### src/rtl/key_lockout_pkg.sv
// Shared constants and types for the access-key lockout manager
package key_lockout_pkg;

  localparam int unsigned KEY_W          = 32;
  localparam int unsigned CRED_W         = 32;
  localparam int unsigned ADDR_W         = 32;
  localparam int unsigned SLOT_W         = 2;
  localparam int unsigned SLOTS          = 4;
  localparam int unsigned CLK_HZ         = 40_000_000;
  localparam int unsigned BLOCK_WAIT_S   = 30;
  localparam logic [3:0]  CODE_FAIL_MAX  = 4'h3;
  localparam logic [3:0]  UNBLK_FAIL_MAX = 4'ha;
  localparam logic [3:0]  PROV_FAIL_MAX  = 4'h3;
  localparam logic [KEY_W-1:0]  CODE_RESET  = 32'h0000_0000;
  localparam logic [CRED_W-1:0] CRED_ZERO   = 32'h0000_0000;

  // Command opcodes
  typedef enum logic [3:0] {
    CMD_CODE_ENABLE = 4'h0,
    CMD_REGISTER    = 4'h1,
    CMD_DIAL        = 4'h2,
    CMD_UNBLOCK     = 4'h3,
    CMD_CLEAR_BLOCK = 4'h4,
    CMD_SET_CODE    = 4'h5,
    CMD_PROV_KEY    = 4'h6,
    CMD_CFG_WRITE   = 4'h7,
    CMD_ADDR_LOAD   = 4'h8,
    CMD_CODE_REQ    = 4'h9,
    CMD_REG_DONE    = 4'ha
  } cmd_op_t;

  typedef enum logic [2:0] {
    RSP_OK      = 3'h0,
    RSP_ERROR   = 3'h1,
    RSP_BLOCKED = 3'h2,
    RSP_DENIED  = 3'h3,
    RSP_BADKEY  = 3'h4
  } rsp_code_t;

  typedef struct packed {
    cmd_op_t             op;
    logic [KEY_W-1:0]    key;
    logic [KEY_W-1:0]    arg;
    logic [SLOT_W-1:0]   slot;
    logic                flag;
  } cmd_t;

  typedef struct packed {
    rsp_code_t           code;
    logic [CRED_W-1:0]   cred;
  } rsp_t;

  typedef enum logic [1:0] {
    ST_IDLE = 2'b00,
    ST_EXEC = 2'b01,
    ST_WAIT = 2'b11,
    ST_RESP = 2'b10
  } fsm_t;

endpackage : key_lockout_pkg

### src/rtl/key_lockout.sv
// Access-key lockout manager: command gate, key checks, credentials
`timescale 1ns/1ps
`default_nettype none
module key_lockout
  import key_lockout_pkg::*;
#(
  parameter int unsigned WAIT_CYCLES = BLOCK_WAIT_S * CLK_HZ,
  parameter logic [KEY_W-1:0] UNBLOCK_KEY = 32'h1234_5678,
  parameter logic [KEY_W-1:0] MASTER_KEY  = 32'h8765_4321,
  parameter logic [KEY_W-1:0] PROV_KEY    = 32'h0bad_cafe
)(
  // Clock, reset, enable
  input  wire logic              clk,
  input  wire logic              rst_n,
  input  wire logic              ce,
  // Command in
  input  wire logic              cmd_valid,
  input  wire cmd_t              cmd,
  output logic                   cmd_ready,
  // Response out
  output logic                   rsp_valid,
  output rsp_t                   rsp,
  // Network registration result
  input  wire logic              net_ok,
  input  wire logic [CRED_W-1:0] net_cred,
  input  wire logic              net_encrypt,
  // Status
  output logic                   code_required,
  output logic                   code_blocked,
  output logic                   unblk_blocked,
  output logic                   prov_blocked,
  output logic                   prov_mode,
  output logic                   net_access,
  output logic                   encrypt_on,
  output logic                   cfg_we,
  output logic [KEY_W-1:0]       cfg_data,
  output logic [SLOT_W-1:0]      active_slot
);

  fsm_t              state_q;
  cmd_t              cmd_q;
  logic [31:0]       wait_q;
  logic [KEY_W-1:0]  code_q;
  logic              code_req_q;
  logic              code_ok_q;
  logic              code_temp_q;
  logic              prov_ok_q;
  logic              prov_temp_q;
  rsp_code_t         res_d;
  logic              code_bad, code_good, unblk_bad, unblk_good;
  logic              prov_bad, prov_good, clr_blk;
  logic              cred_we;
  logic [CRED_W-1:0] cred_wd, cred_rd;
  logic [3:0]        code_cnt, unblk_cnt, prov_cnt;
  logic              code_blk_w, unblk_blk_w, prov_blk_w;

  wire exec = ce && state_q == ST_EXEC;
  // Provider mode has no off switch beyond a wrong provider key and a block clear
  wire prov_in = prov_ok_q || prov_temp_q;

  fail_counter u_code_cnt (
    .clk     (clk),
    .rst_n   (rst_n),
    .ce      (ce),
    .limit   (CODE_FAIL_MAX),
    .bad     (code_bad),
    .good    (code_good),
    .clear   (clr_blk),
    .blocked (code_blk_w),
    .count   (code_cnt)
  );

  fail_counter u_unblk_cnt (
    .clk     (clk),
    .rst_n   (rst_n),
    .ce      (ce),
    .limit   (UNBLK_FAIL_MAX),
    .bad     (unblk_bad),
    .good    (unblk_good),
    .clear   (clr_blk),
    .blocked (unblk_blk_w),
    .count   (unblk_cnt)
  );

  fail_counter u_prov_cnt (
    .clk     (clk),
    .rst_n   (rst_n),
    .ce      (ce),
    .limit   (PROV_FAIL_MAX),
    .bad     (prov_bad),
    .good    (prov_good),
    .clear   (clr_blk),
    .blocked (prov_blk_w),
    .count   (prov_cnt)
  );

  cred_store u_cred (
    .clk     (clk),
    .rst_n   (rst_n),
    .ce      (ce),
    .wr_en   (cred_we),
    .wr_slot (active_slot),
    .wr_data (cred_wd),
    .rd_slot (active_slot),
    .rd_data (cred_rd)
  );

  // Decode of the held command in the execute state
  always_comb begin
    res_d      = RSP_OK;
    code_bad   = 1'b0;
    code_good  = 1'b0;
    unblk_bad  = 1'b0;
    unblk_good = 1'b0;
    prov_bad   = 1'b0;
    prov_good  = 1'b0;
    clr_blk    = 1'b0;
    if (exec) begin
      case (cmd_q.op)
        CMD_CODE_ENABLE: begin
          if (code_blk_w && !code_temp_q) begin
            res_d = RSP_BLOCKED;
          end else if (cmd_q.key == code_q) begin
            code_good = 1'b1;
          end else begin
            code_bad = 1'b1;
            res_d    = RSP_BADKEY;
          end
        end
        CMD_REGISTER, CMD_DIAL: begin
          if (code_req_q && !code_ok_q) begin
            res_d = RSP_DENIED;
          end
        end
        CMD_UNBLOCK: begin
          if (unblk_blk_w) begin
            res_d = RSP_BLOCKED;
          end else if (cmd_q.key == UNBLOCK_KEY) begin
            unblk_good = 1'b1;
          end else begin
            unblk_bad = 1'b1;
            res_d     = RSP_BADKEY;
          end
        end
        CMD_CLEAR_BLOCK, CMD_CFG_WRITE, CMD_ADDR_LOAD: begin
          if (!prov_in) begin
            res_d = RSP_DENIED;
          end else if (cmd_q.op == CMD_CLEAR_BLOCK) begin
            clr_blk = 1'b1;
          end
        end
        CMD_SET_CODE, CMD_CODE_REQ: begin
          if (!prov_in && !code_temp_q && !code_ok_q) begin
            res_d = RSP_DENIED;
          end
        end
        CMD_PROV_KEY: begin
          if (prov_blk_w) begin
            // Master key is compared but never counted
            res_d = (cmd_q.key == MASTER_KEY) ? RSP_OK : RSP_BLOCKED;
          end else if (cmd_q.key == PROV_KEY) begin
            prov_good = 1'b1;
          end else begin
            prov_bad = 1'b1;
            res_d    = RSP_BADKEY;
          end
        end
        CMD_REG_DONE: res_d = RSP_OK;
        default:      res_d = RSP_ERROR;
      endcase
    end
  end

  // Command sequencer
  always_ff @(posedge clk) begin
    if (!rst_n) begin
      state_q   <= ST_IDLE;
      cmd_q     <= '0;
      wait_q    <= 32'h0;
      cmd_ready <= 1'b1;
      rsp_valid <= 1'b0;
      rsp       <= '0;
    end else if (ce) begin
      rsp_valid <= 1'b0;
      case (state_q)
        ST_IDLE: begin
          if (cmd_valid && cmd_ready) begin
            cmd_q     <= cmd;
            cmd_ready <= 1'b0;
            state_q   <= ST_EXEC;
          end
        end
        ST_EXEC: begin
          rsp.code <= res_d;
          rsp.cred <= cred_rd;
          // Slow answer stalls brute-force search for the master key
          if (res_d == RSP_BLOCKED && cmd_q.op == CMD_PROV_KEY) begin
            wait_q  <= WAIT_CYCLES - 32'h1;
            state_q <= ST_WAIT;
          end else begin
            state_q <= ST_RESP;
          end
        end
        ST_WAIT: begin
          if (wait_q == 32'h0) begin
            state_q <= ST_RESP;
          end else begin
            wait_q <= wait_q - 32'h1;
          end
        end
        ST_RESP: begin
          rsp_valid <= 1'b1;
          cmd_ready <= 1'b1;
          state_q   <= ST_IDLE;
        end
        default: state_q <= ST_IDLE;
      endcase
    end
  end

  // Personal code state
  always_ff @(posedge clk) begin
    if (!rst_n) begin
      code_q      <= CODE_RESET;
      code_req_q  <= 1'b0;
      code_ok_q   <= 1'b0;
      code_temp_q <= 1'b0;
    end else if (exec && res_d == RSP_OK) begin
      case (cmd_q.op)
        CMD_CODE_ENABLE: code_ok_q <= 1'b1;
        CMD_UNBLOCK:     code_temp_q <= 1'b1;
        CMD_SET_CODE: begin
          code_q      <= cmd_q.arg;
          code_temp_q <= 1'b0;
        end
        CMD_CODE_REQ: begin
          code_req_q <= cmd_q.flag;
          code_ok_q  <= 1'b0;
        end
        CMD_CLEAR_BLOCK: code_temp_q <= 1'b0;
        default:         code_ok_q <= code_ok_q;
      endcase
    end
  end

  // Provider key state
  always_ff @(posedge clk) begin
    if (!rst_n) begin
      prov_ok_q   <= 1'b0;
      prov_temp_q <= 1'b0;
    end else if (exec) begin
      if (prov_good) begin
        prov_ok_q <= 1'b1;
      end else if (prov_bad) begin
        prov_ok_q <= 1'b0;
      end
      if (cmd_q.op == CMD_PROV_KEY && prov_blk_w && res_d == RSP_OK) begin
        prov_temp_q <= 1'b1;
      end else if (clr_blk) begin
        prov_temp_q <= 1'b0;
      end
    end
  end

  // Credentials, configuration and encryption
  always_ff @(posedge clk) begin
    if (!rst_n) begin
      cred_we     <= 1'b0;
      cred_wd     <= CRED_ZERO;
      cfg_we      <= 1'b0;
      cfg_data    <= '0;
      active_slot <= '0;
      encrypt_on  <= 1'b0;
    end else if (ce) begin
      cred_we <= 1'b0;
      cfg_we  <= 1'b0;
      if (exec && res_d == RSP_OK) begin
        if (cmd_q.op == CMD_ADDR_LOAD) begin
          active_slot <= cmd_q.slot;
          cred_we     <= 1'b1;
          cred_wd     <= CRED_ZERO;
        end else if (cmd_q.op == CMD_CFG_WRITE) begin
          cfg_we   <= 1'b1;
          cfg_data <= cmd_q.arg;
        end else if (cmd_q.op == CMD_REG_DONE && net_ok) begin
          cred_we    <= 1'b1;
          cred_wd    <= net_cred;
          encrypt_on <= net_encrypt;
        end
      end
    end
  end

  // Registered status outputs
  always_ff @(posedge clk) begin
    if (!rst_n) begin
      code_required <= 1'b0;
      code_blocked  <= 1'b0;
      unblk_blocked <= 1'b0;
      prov_blocked  <= 1'b0;
      prov_mode     <= 1'b0;
      net_access    <= 1'b1;
    end else if (ce) begin
      code_required <= code_req_q;
      code_blocked  <= code_blk_w;
      unblk_blocked <= unblk_blk_w;
      prov_blocked  <= prov_blk_w;
      prov_mode     <= prov_in;
      net_access    <= !code_req_q || code_ok_q;
    end
  end

endmodule : key_lockout
`default_nettype wire

### src/rtl/cred_store.sv
// Per-slot credential memory with registered read data
`timescale 1ns/1ps
`default_nettype none
module cred_store
  import key_lockout_pkg::*;
(
  // Clock and reset
  input  wire logic              clk,
  input  wire logic              rst_n,
  input  wire logic              ce,
  // Write port
  input  wire logic              wr_en,
  input  wire logic [SLOT_W-1:0] wr_slot,
  input  wire logic [CRED_W-1:0] wr_data,
  // Read port
  input  wire logic [SLOT_W-1:0] rd_slot,
  output logic      [CRED_W-1:0] rd_data
);

  logic [CRED_W-1:0] mem_q [SLOTS];

  for (genvar i = 0; i < SLOTS; i++) begin : g_slot
    always_ff @(posedge clk) begin
      if (!rst_n) begin
        mem_q[i] <= CRED_ZERO;
      end else if (ce && wr_en && wr_slot == SLOT_W'(i)) begin
        mem_q[i] <= wr_data;
      end
    end
  end

  always_ff @(posedge clk) begin
    if (!rst_n) begin
      rd_data <= CRED_ZERO;
    end else if (ce) begin
      rd_data <= mem_q[rd_slot];
    end
  end

endmodule : cred_store
`default_nettype wire

### src/rtl/fail_counter.sv
// Consecutive-failure counter with sticky block flag
`timescale 1ns/1ps
`default_nettype none
module fail_counter
  import key_lockout_pkg::*;
(
  // Clock and reset
  input  wire logic       clk,
  input  wire logic       rst_n,
  input  wire logic       ce,
  // Control
  input  wire logic [3:0] limit,
  input  wire logic       bad,
  input  wire logic       good,
  input  wire logic       clear,
  // Status
  output logic            blocked,
  output logic [3:0]      count
);

  // Failure wins over clear so a late wrong entry is never lost
  always_ff @(posedge clk) begin
    if (!rst_n) begin
      count   <= 4'h0;
      blocked <= 1'b0;
    end else if (ce) begin
      if (bad) begin
        if (count + 4'h1 >= limit) begin
          blocked <= 1'b1;
          count   <= 4'h0;
        end else begin
          count <= count + 4'h1;
        end
      end else if (good || clear) begin
        count <= 4'h0;
        if (clear) begin
          blocked <= 1'b0;
        end
      end
    end
  end

endmodule : fail_counter
`default_nettype wire

### config.mk
export PLATFORM = sky130hd
export DESIGN_NAME = key_lockout
export DESIGN_NICKNAME = d
export VERILOG_FILES = /design/src/rtl/key_lockout_pkg.sv /design/src/rtl/key_lockout.sv /design/src/rtl/cred_store.sv /design/src/rtl/fail_counter.sv
export SDC_FILE = /design/constraint.sdc
export NUM_CORES = 1
export LEC_CHECK = 0
export ABC_CLOCK_PERIOD_IN_PS = 4250
export BUFFER_PORTS_ARGS = -buffer_cell sky130_fd_sc_hd__clkbuf_2
export CORE_MARGIN = 2
export CORE_UTILIZATION = 30
export DETAILED_ROUTE_END_ITERATION = 6
export PLACE_DENSITY = 0.48
export SLEW_MARGIN = 10
export SYNTH_ARGS = -nofsm -noshare
export SYNTH_HDL_FRONTEND = slang
export SYNTH_SLANG_ARGS = --single-unit
### constraint.sdc
create_clock -name clk -period 4.25 [get_ports clk]
set_clock_uncertainty 0.05 [all_clocks]
set_input_delay 0.425 -clock clk [delete_from_list [all_inputs] [get_ports clk]]
set_output_delay 0.425 -clock clk [all_outputs]
set_load 0.03 [all_outputs]
==> impl_metrics.csv, run 1 <==
group,metric,value,unit
status,status,"finished, final reports clean",
placed_design,place_area,19400,um^2
cts,clk_latency,590,ps
cts,clock-root-buffer,"clkbuf_16",
worst_setup_path,cp_num_cells,7,
floorplanning,core,58700,um^2
floorplanning,fp-row-count,89,
worst_setup_path,crit_path_end_kind,"register",
power,power_density,426,nW/um^2
worst_setup_path,critPathSlowestCell,"buf_4",
timing,drv_slew,0,
logic_synthesis,synth_edf_count,128,
worst_setup_path,r2r_slack,1070,ps
timing,slew_headroom,0.345,
worst_setup_path,startpoint,"cmd_q[68]",
worst_setup_path,max_stage_delay,550,ps
worst_hold_path,min_path_type,"in -> reg",
worst_setup_path,reg2reg_depth,7,
placed_design,routabilityCongestion,0.791,
cells_and_area,fin_util,0.366,
detailed_routing,ant_nets,0,
logic_synthesis,ys.flop_type,"dfxtp_1",
timing,period_share,0.748,
cells_and_area,nNetsFinal,2086,
cells_and_area,antenna_cells,0,
logic_synthesis,syn-cell-area,17700,um^2
power,ir_worst_vdd,295,uV
detailed_routing,drtPass1Iterations,5,
cells_and_area,area_growth_syn_to_layout,21.2,%
global_routing,antenna_found_initial,0,
logic_synthesis,ys.warnings.count,0,
placed_design,numPortBuffers,187,
timing,final_hold_viol_count,0,
global_routing,grt_max_degree,83,
cts,cts_buffers,51,
worst_setup_path,criticalPathCategory,"reg -> reg",
cells_and_area,drive_gt1_frac,0.178,
worst_setup_path,start_kind,"register",
detailed_routing,drtIter0Drc,767,
logic_synthesis,yosysUniqueCellTypes,75,
floorplanning,die_h,247,um
worst_setup_path,cp.buffers_inverters,1,
logic_synthesis,yosys-top-cells-area,"dfxtp_1 34%, edfxtp_1 22%, nand2_1 6.6%",
cts,htreeDepth,2,
global_routing,grt_usage,0.166,
power,leakagePower,0.00847,uW
timing,tightest_slew,983,ps
logic_synthesis,syn_nets,1904,
timing,fmax,315,MHz
logic_synthesis,syn_avg_cell_area,9.92,um^2
detailed_routing,wire_per_inst,18.3,um
worst_setup_path,r2r_end,"cred_wd[2]",
cts,cts_buffer_depth,3,
cells_and_area,fin_area,21500,um^2
worst_setup_path,arrival,3620,ps
floorplanning,dieArea,61100,um^2
worst_setup_path,crit_chain,"a21o_1 > a21oi_1 > o311ai_2 > a2111oi_4 > buf_4 > nand3_1 > o21ai_0",
timing,setup_tns,0,ps
detailed_routing,viasPerCell,4.87,
logic_synthesis,ys_ff_latch,429,
worst_setup_path,critPathMaxFanout,65,
logic_synthesis,synth_cells,1788,
worst_setup_path,critical-path-top-delay-family,"compound AO/OA/AOI/OAI gates",
floorplanning,ioPinCount,188,
floorplanning,start_util,0.302,
floorplanning,die_x,247,um
cts,clk_pin_slew_worst_paths,60,ps
cts,cts_tree,"done",
timing,min_period,3180,ps
detailed_routing,drc,0,
detailed_routing,vias,13600,
cts,cts_sinks,429,
timing,rsz0062_at_grt,"false",
worst_setup_path,crit_end,"cred_wd[2]",
timing,finalSetupViolCount,0,
logic_synthesis,yosysSeqAreaShare,0.557,
job,cap_violations,0,
logic_synthesis,ys_async_sr_fraction,0,
detailed_routing,routed_wl,50.9,mm
placed_design,place_hpwl,32.0,mm
global_routing,grt_overflow,0,
global_routing,grt_pass1_vias,13100,
worst_setup_path,r2r-start,"cmd_q[68]",
logic_synthesis,yosysTopAreaCell,"dfxtp_1",
worst_hold_path,worstHoldStart,"cmd[17]",
logic_synthesis,synth_top_cell_area_share,0.340,
global_routing,grt_pass1_wl,78.4,mm
worst_setup_path,required,4690,ps
==> layout make-up <==
cell class	instances	area (um^2)
multi-input combinational	1216	7340
timing repair buffer	253	1550
fill	5888	37200
clock inverter	24	193
clock buffer	70	1490
sequential	429	9870
inverter	19	76.3
tap	773	967
==> power breakdown <==
part | internal, uW | total [uW] | switching [uW]
registers | 4300 | 4360 | 63.3
logic | 158 | 431 | 274
clock network | 2580 | 4370 | 1790
==> flip-flops by register name, indices dropped and copies added (netlist names), 4 cells and up <==
register	flops
cfg_data	32
cmd_q	71
code_q	32
cred_wd	32
rsp	35
u_code_cnt.count	4
u_cred.mem_q	128
u_cred.rd_data	32
u_prov_cnt.count	4
u_unblk_cnt.count	4
wait_q	32
==> repair_timing <==
item | CTS | global route
endpoints found under the hold margin | 42 | 0
setup buffers | 0 | 0
endpoints found under the setup margin | 0 | 0
hold buffers | 42 | 0
gates resized for setup | 0 | 0
==> per-stage QoR <==
step                setup WS (ps)  cells  hold slack, ps  total power, uW
floorplan                     359   1788             381             4670
global placement             1050   2648             395             4850
detailed placement           1030   2648             395             4860
CTS                          1000   2784          0.0605             9300
global route                  832   2784            9.63             9520
finish                       1070   2784            25.2             9160
==> synthesized netlist by cell type (all sizes together), types with 3 or more instances <==
| cell | instances |
|---|---|
| or3 | 8 |
| o31a | 3 |
| and3 | 10 |
| o21a | 3 |
| mux4 | 32 |
| inv | 19 |
| nand4 | 11 |
| clkbuf | 95 |
| nand3 | 86 |
| o211a | 3 |
| or2 | 6 |
| o21ai | 88 |
| mux2i | 70 |
| a31o | 3 |
| nand2 | 312 |
| a31oi | 6 |
| a211oi | 5 |
| a21oi | 146 |
| dfxtp | 301 |
| o21bai | 3 |
| and2 | 138 |
| a2bb2oi | 3 |
| edfxtp | 128 |
| o31ai | 3 |
| nand3b | 3 |
| nor3 | 17 |
| nor4 | 20 |
| o211ai | 3 |
| nor2 | 116 |
| buf | 29 |
| or4bb | 3 |
| nand4b | 9 |
| a311oi | 8 |
| xor2 | 34 |
| nand2b | 8 |
| ha | 7 |
| or4 | 18 |
==> worst min-delay path, delay by kind of cell <==
family	cells	cell delay (ps)
buf+inv	1	80
simple gates	1	50
compound gates	1	60
==> worst min path at each step <==
stage	endpoint	cells after the start
floorplan	rsp[0]	2
global placement	rsp[2]	2
detailed placement	rsp[28]	2
CTS	cmd_q[17]	3
global route	cmd_q[47]	3
finish	cmd_q[17]	3
==> cell families after synthesis <==
kind of cell | share of synthesized area
AOI/OAI and AO/OA | 0.0953
xor gates and xnor gates | 0.0173
and+or+nand+nor | 0.214
adders and majority gates | 0.00494
DFF | 0.557
muxes | 0.0802
buffers and inverters | 0.0320
==> layer usage <==
metal | routed length, um | part of all wire | vias to the layer above | GRT usage
met4 | 1100 | 0.022 | 0 | 0.0455
met5 | 0 | 0 | - | 0
met3 | 1800 | 0.035 | 71 | 0.0266
li1 | - | - | 6622 | -
met2 | 24500 | 0.48 | 230 | 0.279
met1 | 23400 | 0.46 | 6639 | 0.220
==> layout by cell type, fill, tap and decap left out, drive strengths merged, types with 5 or more instances in the layout <==
cell type    instances
a211oi               5
xor2                34
or3                  8
nand4               11
clkinv              17
mux2i               70
and3                10
dfxtp              301
or4                 18
buf                 26
mux4                32
ha                   7
and2               138
a311oi               8
edfxtp             128
nor4                20
nand3               86
dlygate4sd3         42
nor2               116
nor3                17
a21oi              146
nand2              312
clkbuf             255
or2                  6
o21ai               88
a31oi                6
inv                 23
nand4b               9
nand2b               8
Power figures use the tool's default switching activity.
==> run 2, diff against run 1 <==
--- a/config.mk
+++ b/config.mk
@@ -5,7 +5,7 @@
 export SDC_FILE = /design/constraint.sdc
 export NUM_CORES = 1
 export LEC_CHECK = 0
-export ABC_CLOCK_PERIOD_IN_PS = 4250
+export ABC_CLOCK_PERIOD_IN_PS = 3300
 export BUFFER_PORTS_ARGS = -buffer_cell sky130_fd_sc_hd__clkbuf_2
 export CORE_MARGIN = 2
 export CORE_UTILIZATION = 30
==> constraint.sdc (replaced) <==
create_clock -name clk -period 3.3 [get_ports clk]
set_clock_uncertainty 0.05 [all_clocks]
set_input_delay 0.33 -clock clk [delete_from_list [all_inputs] [get_ports clk]]
set_output_delay 0.33 -clock clk [all_outputs]
set_load 0.03 [all_outputs]
==> run 2 against run 1 <==
  * Worst hold slack gained 65 ps
  * Cell count grew 3.1%
  * Cell area rose by 3.8%
  * Critical path type unchanged
  * Core utilization is 1.4 points higher
  * Worst setup slack lost 490 ps
  * Critical endpoint is now wait_q[3]
  * Sequential share of layout area decreased by 1.7 points
==> impl_metrics.csv, run 2 (synthesis gave the netlist of run 1 again) <==
group,metric,value,unit
job,cap_violations,0,
cts,clk_latency,600,ps
worst_hold_path,min_path_type,"in -> reg",
status,status,"finished, final reports clean",
cts,clk_pin_slew_worst_paths,60,ps
cells_and_area,final_cells,2869,
worst_setup_path,crit_path_end_kind,"register",
cts,cts_buffer_depth,3,
power,p_sw_frac,0.230,
cells_and_area,top_register,"u_cred.mem_q",
timing,rsz0062_at_grt,"false",
placed_design,routabilityCongestion,0.840,
cts,cts_tree,"done",
timing,drv_slew,0,
cells_and_area,antenna_cells,0,
detailed_routing,routed_wl,50.9,mm
power,power_density,531,nW/um^2
worst_setup_path,required,3740,ps
global_routing,grt_pass1_wl,78.6,mm
floorplanning,die_h,247,um
cells_and_area,nNetsFinal,2171,
detailed_routing,ant_nets,0,
detailed_routing,viasPerCell,4.81,
timing,setup_tns,0,ps
cts,cts_resized,0,
power,ir_worst_vdd,416,uV
timing,min_period,2720,ps
global_routing,grt_pass1_vias,13600,
worst_setup_path,max_stage_delay,520,ps
global_routing,grt_max_degree,120,
power,leakagePower,0.00884,uW
floorplanning,core,58700,um^2
cts,htreeDepth,2,
worst_setup_path,critPathSlowestCell,"or3b_2",
placed_design,place_hpwl,32.8,mm
worst_setup_path,criticalPathCategory,"reg -> reg",
detailed_routing,drc,0,
worst_setup_path,crit_chain,"inv_1 > ha_1 > or3b_2 > nor2_2 > nand4_1 > and2_0 > and3_1 > nor4_1",
timing,tightest_slew,896,ps
global_routing,antenna_found_initial,1,
cts,clock-root-buffer,"clkbuf_16",
cts,cts_sinks,429,
floorplanning,fp-row-count,89,
global_routing,grt_usage,0.166,
cts,cts_buffers,49,
worst_setup_path,r2r_slack,580,ps
cts,cts_hold_buf,106,
floorplanning,ioPinCount,188,
global_routing,grt_overflow,0,
timing,period_share,0.825,
cells_and_area,drive_gt1_frac,0.179,
floorplanning,die_x,247,um
detailed_routing,vias,13800,
timing,fmax,367,MHz
worst_setup_path,start_kind,"register",
worst_setup_path,arrival,3160,ps
timing,final_hold_viol_count,0,
cells_and_area,largest_register_ffs,128,
cts,post-cts-setup-buffers,0,
detailed_routing,wire_per_inst,17.7,um
power,combPwrFrac,0.053,
timing,finalSetupViolCount,0,
power,intPower,9120,uW
worst_setup_path,critPathMaxFanout,9,
cells_and_area,final_common_cell,"nand2_1",
timing,slew_headroom,0.403,
power,seqPwrFrac,0.474,
floorplanning,dieArea,61100,um^2
power,p_sw,2730,uW
power,clkPwrFrac,0.473,
cells_and_area,top_regs,"u_cred.mem_q (128), cmd_q (71), rsp (35)",
detailed_routing,drtIter0Drc,951,
cells_and_area,area_growth_syn_to_layout,25.8,%
floorplanning,start_util,0.302,
cells_and_area,final_cell_mix,"312 x nand2_1, 299 x dfxtp_1, 185 x clkbuf_2",
detailed_routing,drtPass1Iterations,5,
placed_design,numPortBuffers,187,
placed_design,dp.cells,2671,
-- run 2: per-stage QoR --
step	cell area [um^2]	power, uW	hold slack (ps)	utilization	setup WS, ps
floorplan	17700	6010	381	-	404
global placement	19600	6260	392	0.334	656
detailed placement	19600	6270	396	0.334	633
CTS	22300	12000	68.0	0.380	608
global route	22300	12300	83.5	0.380	388
finish	22300	11900	89.8	0.380	579
-- run 2: routing by layer --
layer	up-vias	share of wire	track usage
met4	2	0.031	0.0601
met5	-	0.00026	0
li1	6783	-	-
met1	6637	0.44	0.213
met3	94	0.040	0.0265
met2	281	0.49	0.282
-- run 2: critical path: cells and delay by family (launching register included) --
family,cells,cell delay [ps]
buffers and inverters,1,90
flip-flops,1,330
adder cells (fa/ha/maj),1,190
AND/OR/NAND/NOR,6,1960
-- run 2: power by group through the flow --
stage	registers (uW)	clock network, uW	logic, uW
after floorplan	5710	0	304
after global placement	5730	0	530
after detailed placement	5730	0	534
after CTS	5620	5780	636
after global routing	5630	5990	682
final	5620	5610	627
-- run 2: area by class of cell --
cell class,count,area (um^2)
repair buffers,340,2390
well taps,773,967
fillers,5774,36400
clock buffers,67,1360
flip-flops and latches,429,9870
clock inverters,25,300
inverters,19,76.3
multi-input cells,1216,7340
-- run 2: path summary, 6_finish.rpt --
| check | from | end | cells after the start |
|---|---|---|---|
| hold / removal | rst_n | rsp[34] | 2 |
| setup reg to reg | wait_q[0] | wait_q[3] | 8 |
| hold reg to reg | u_cred.rd_data[11] | rsp[11] | 2 |
| setup / recovery | wait_q[0] | wait_q[3] | 8 |
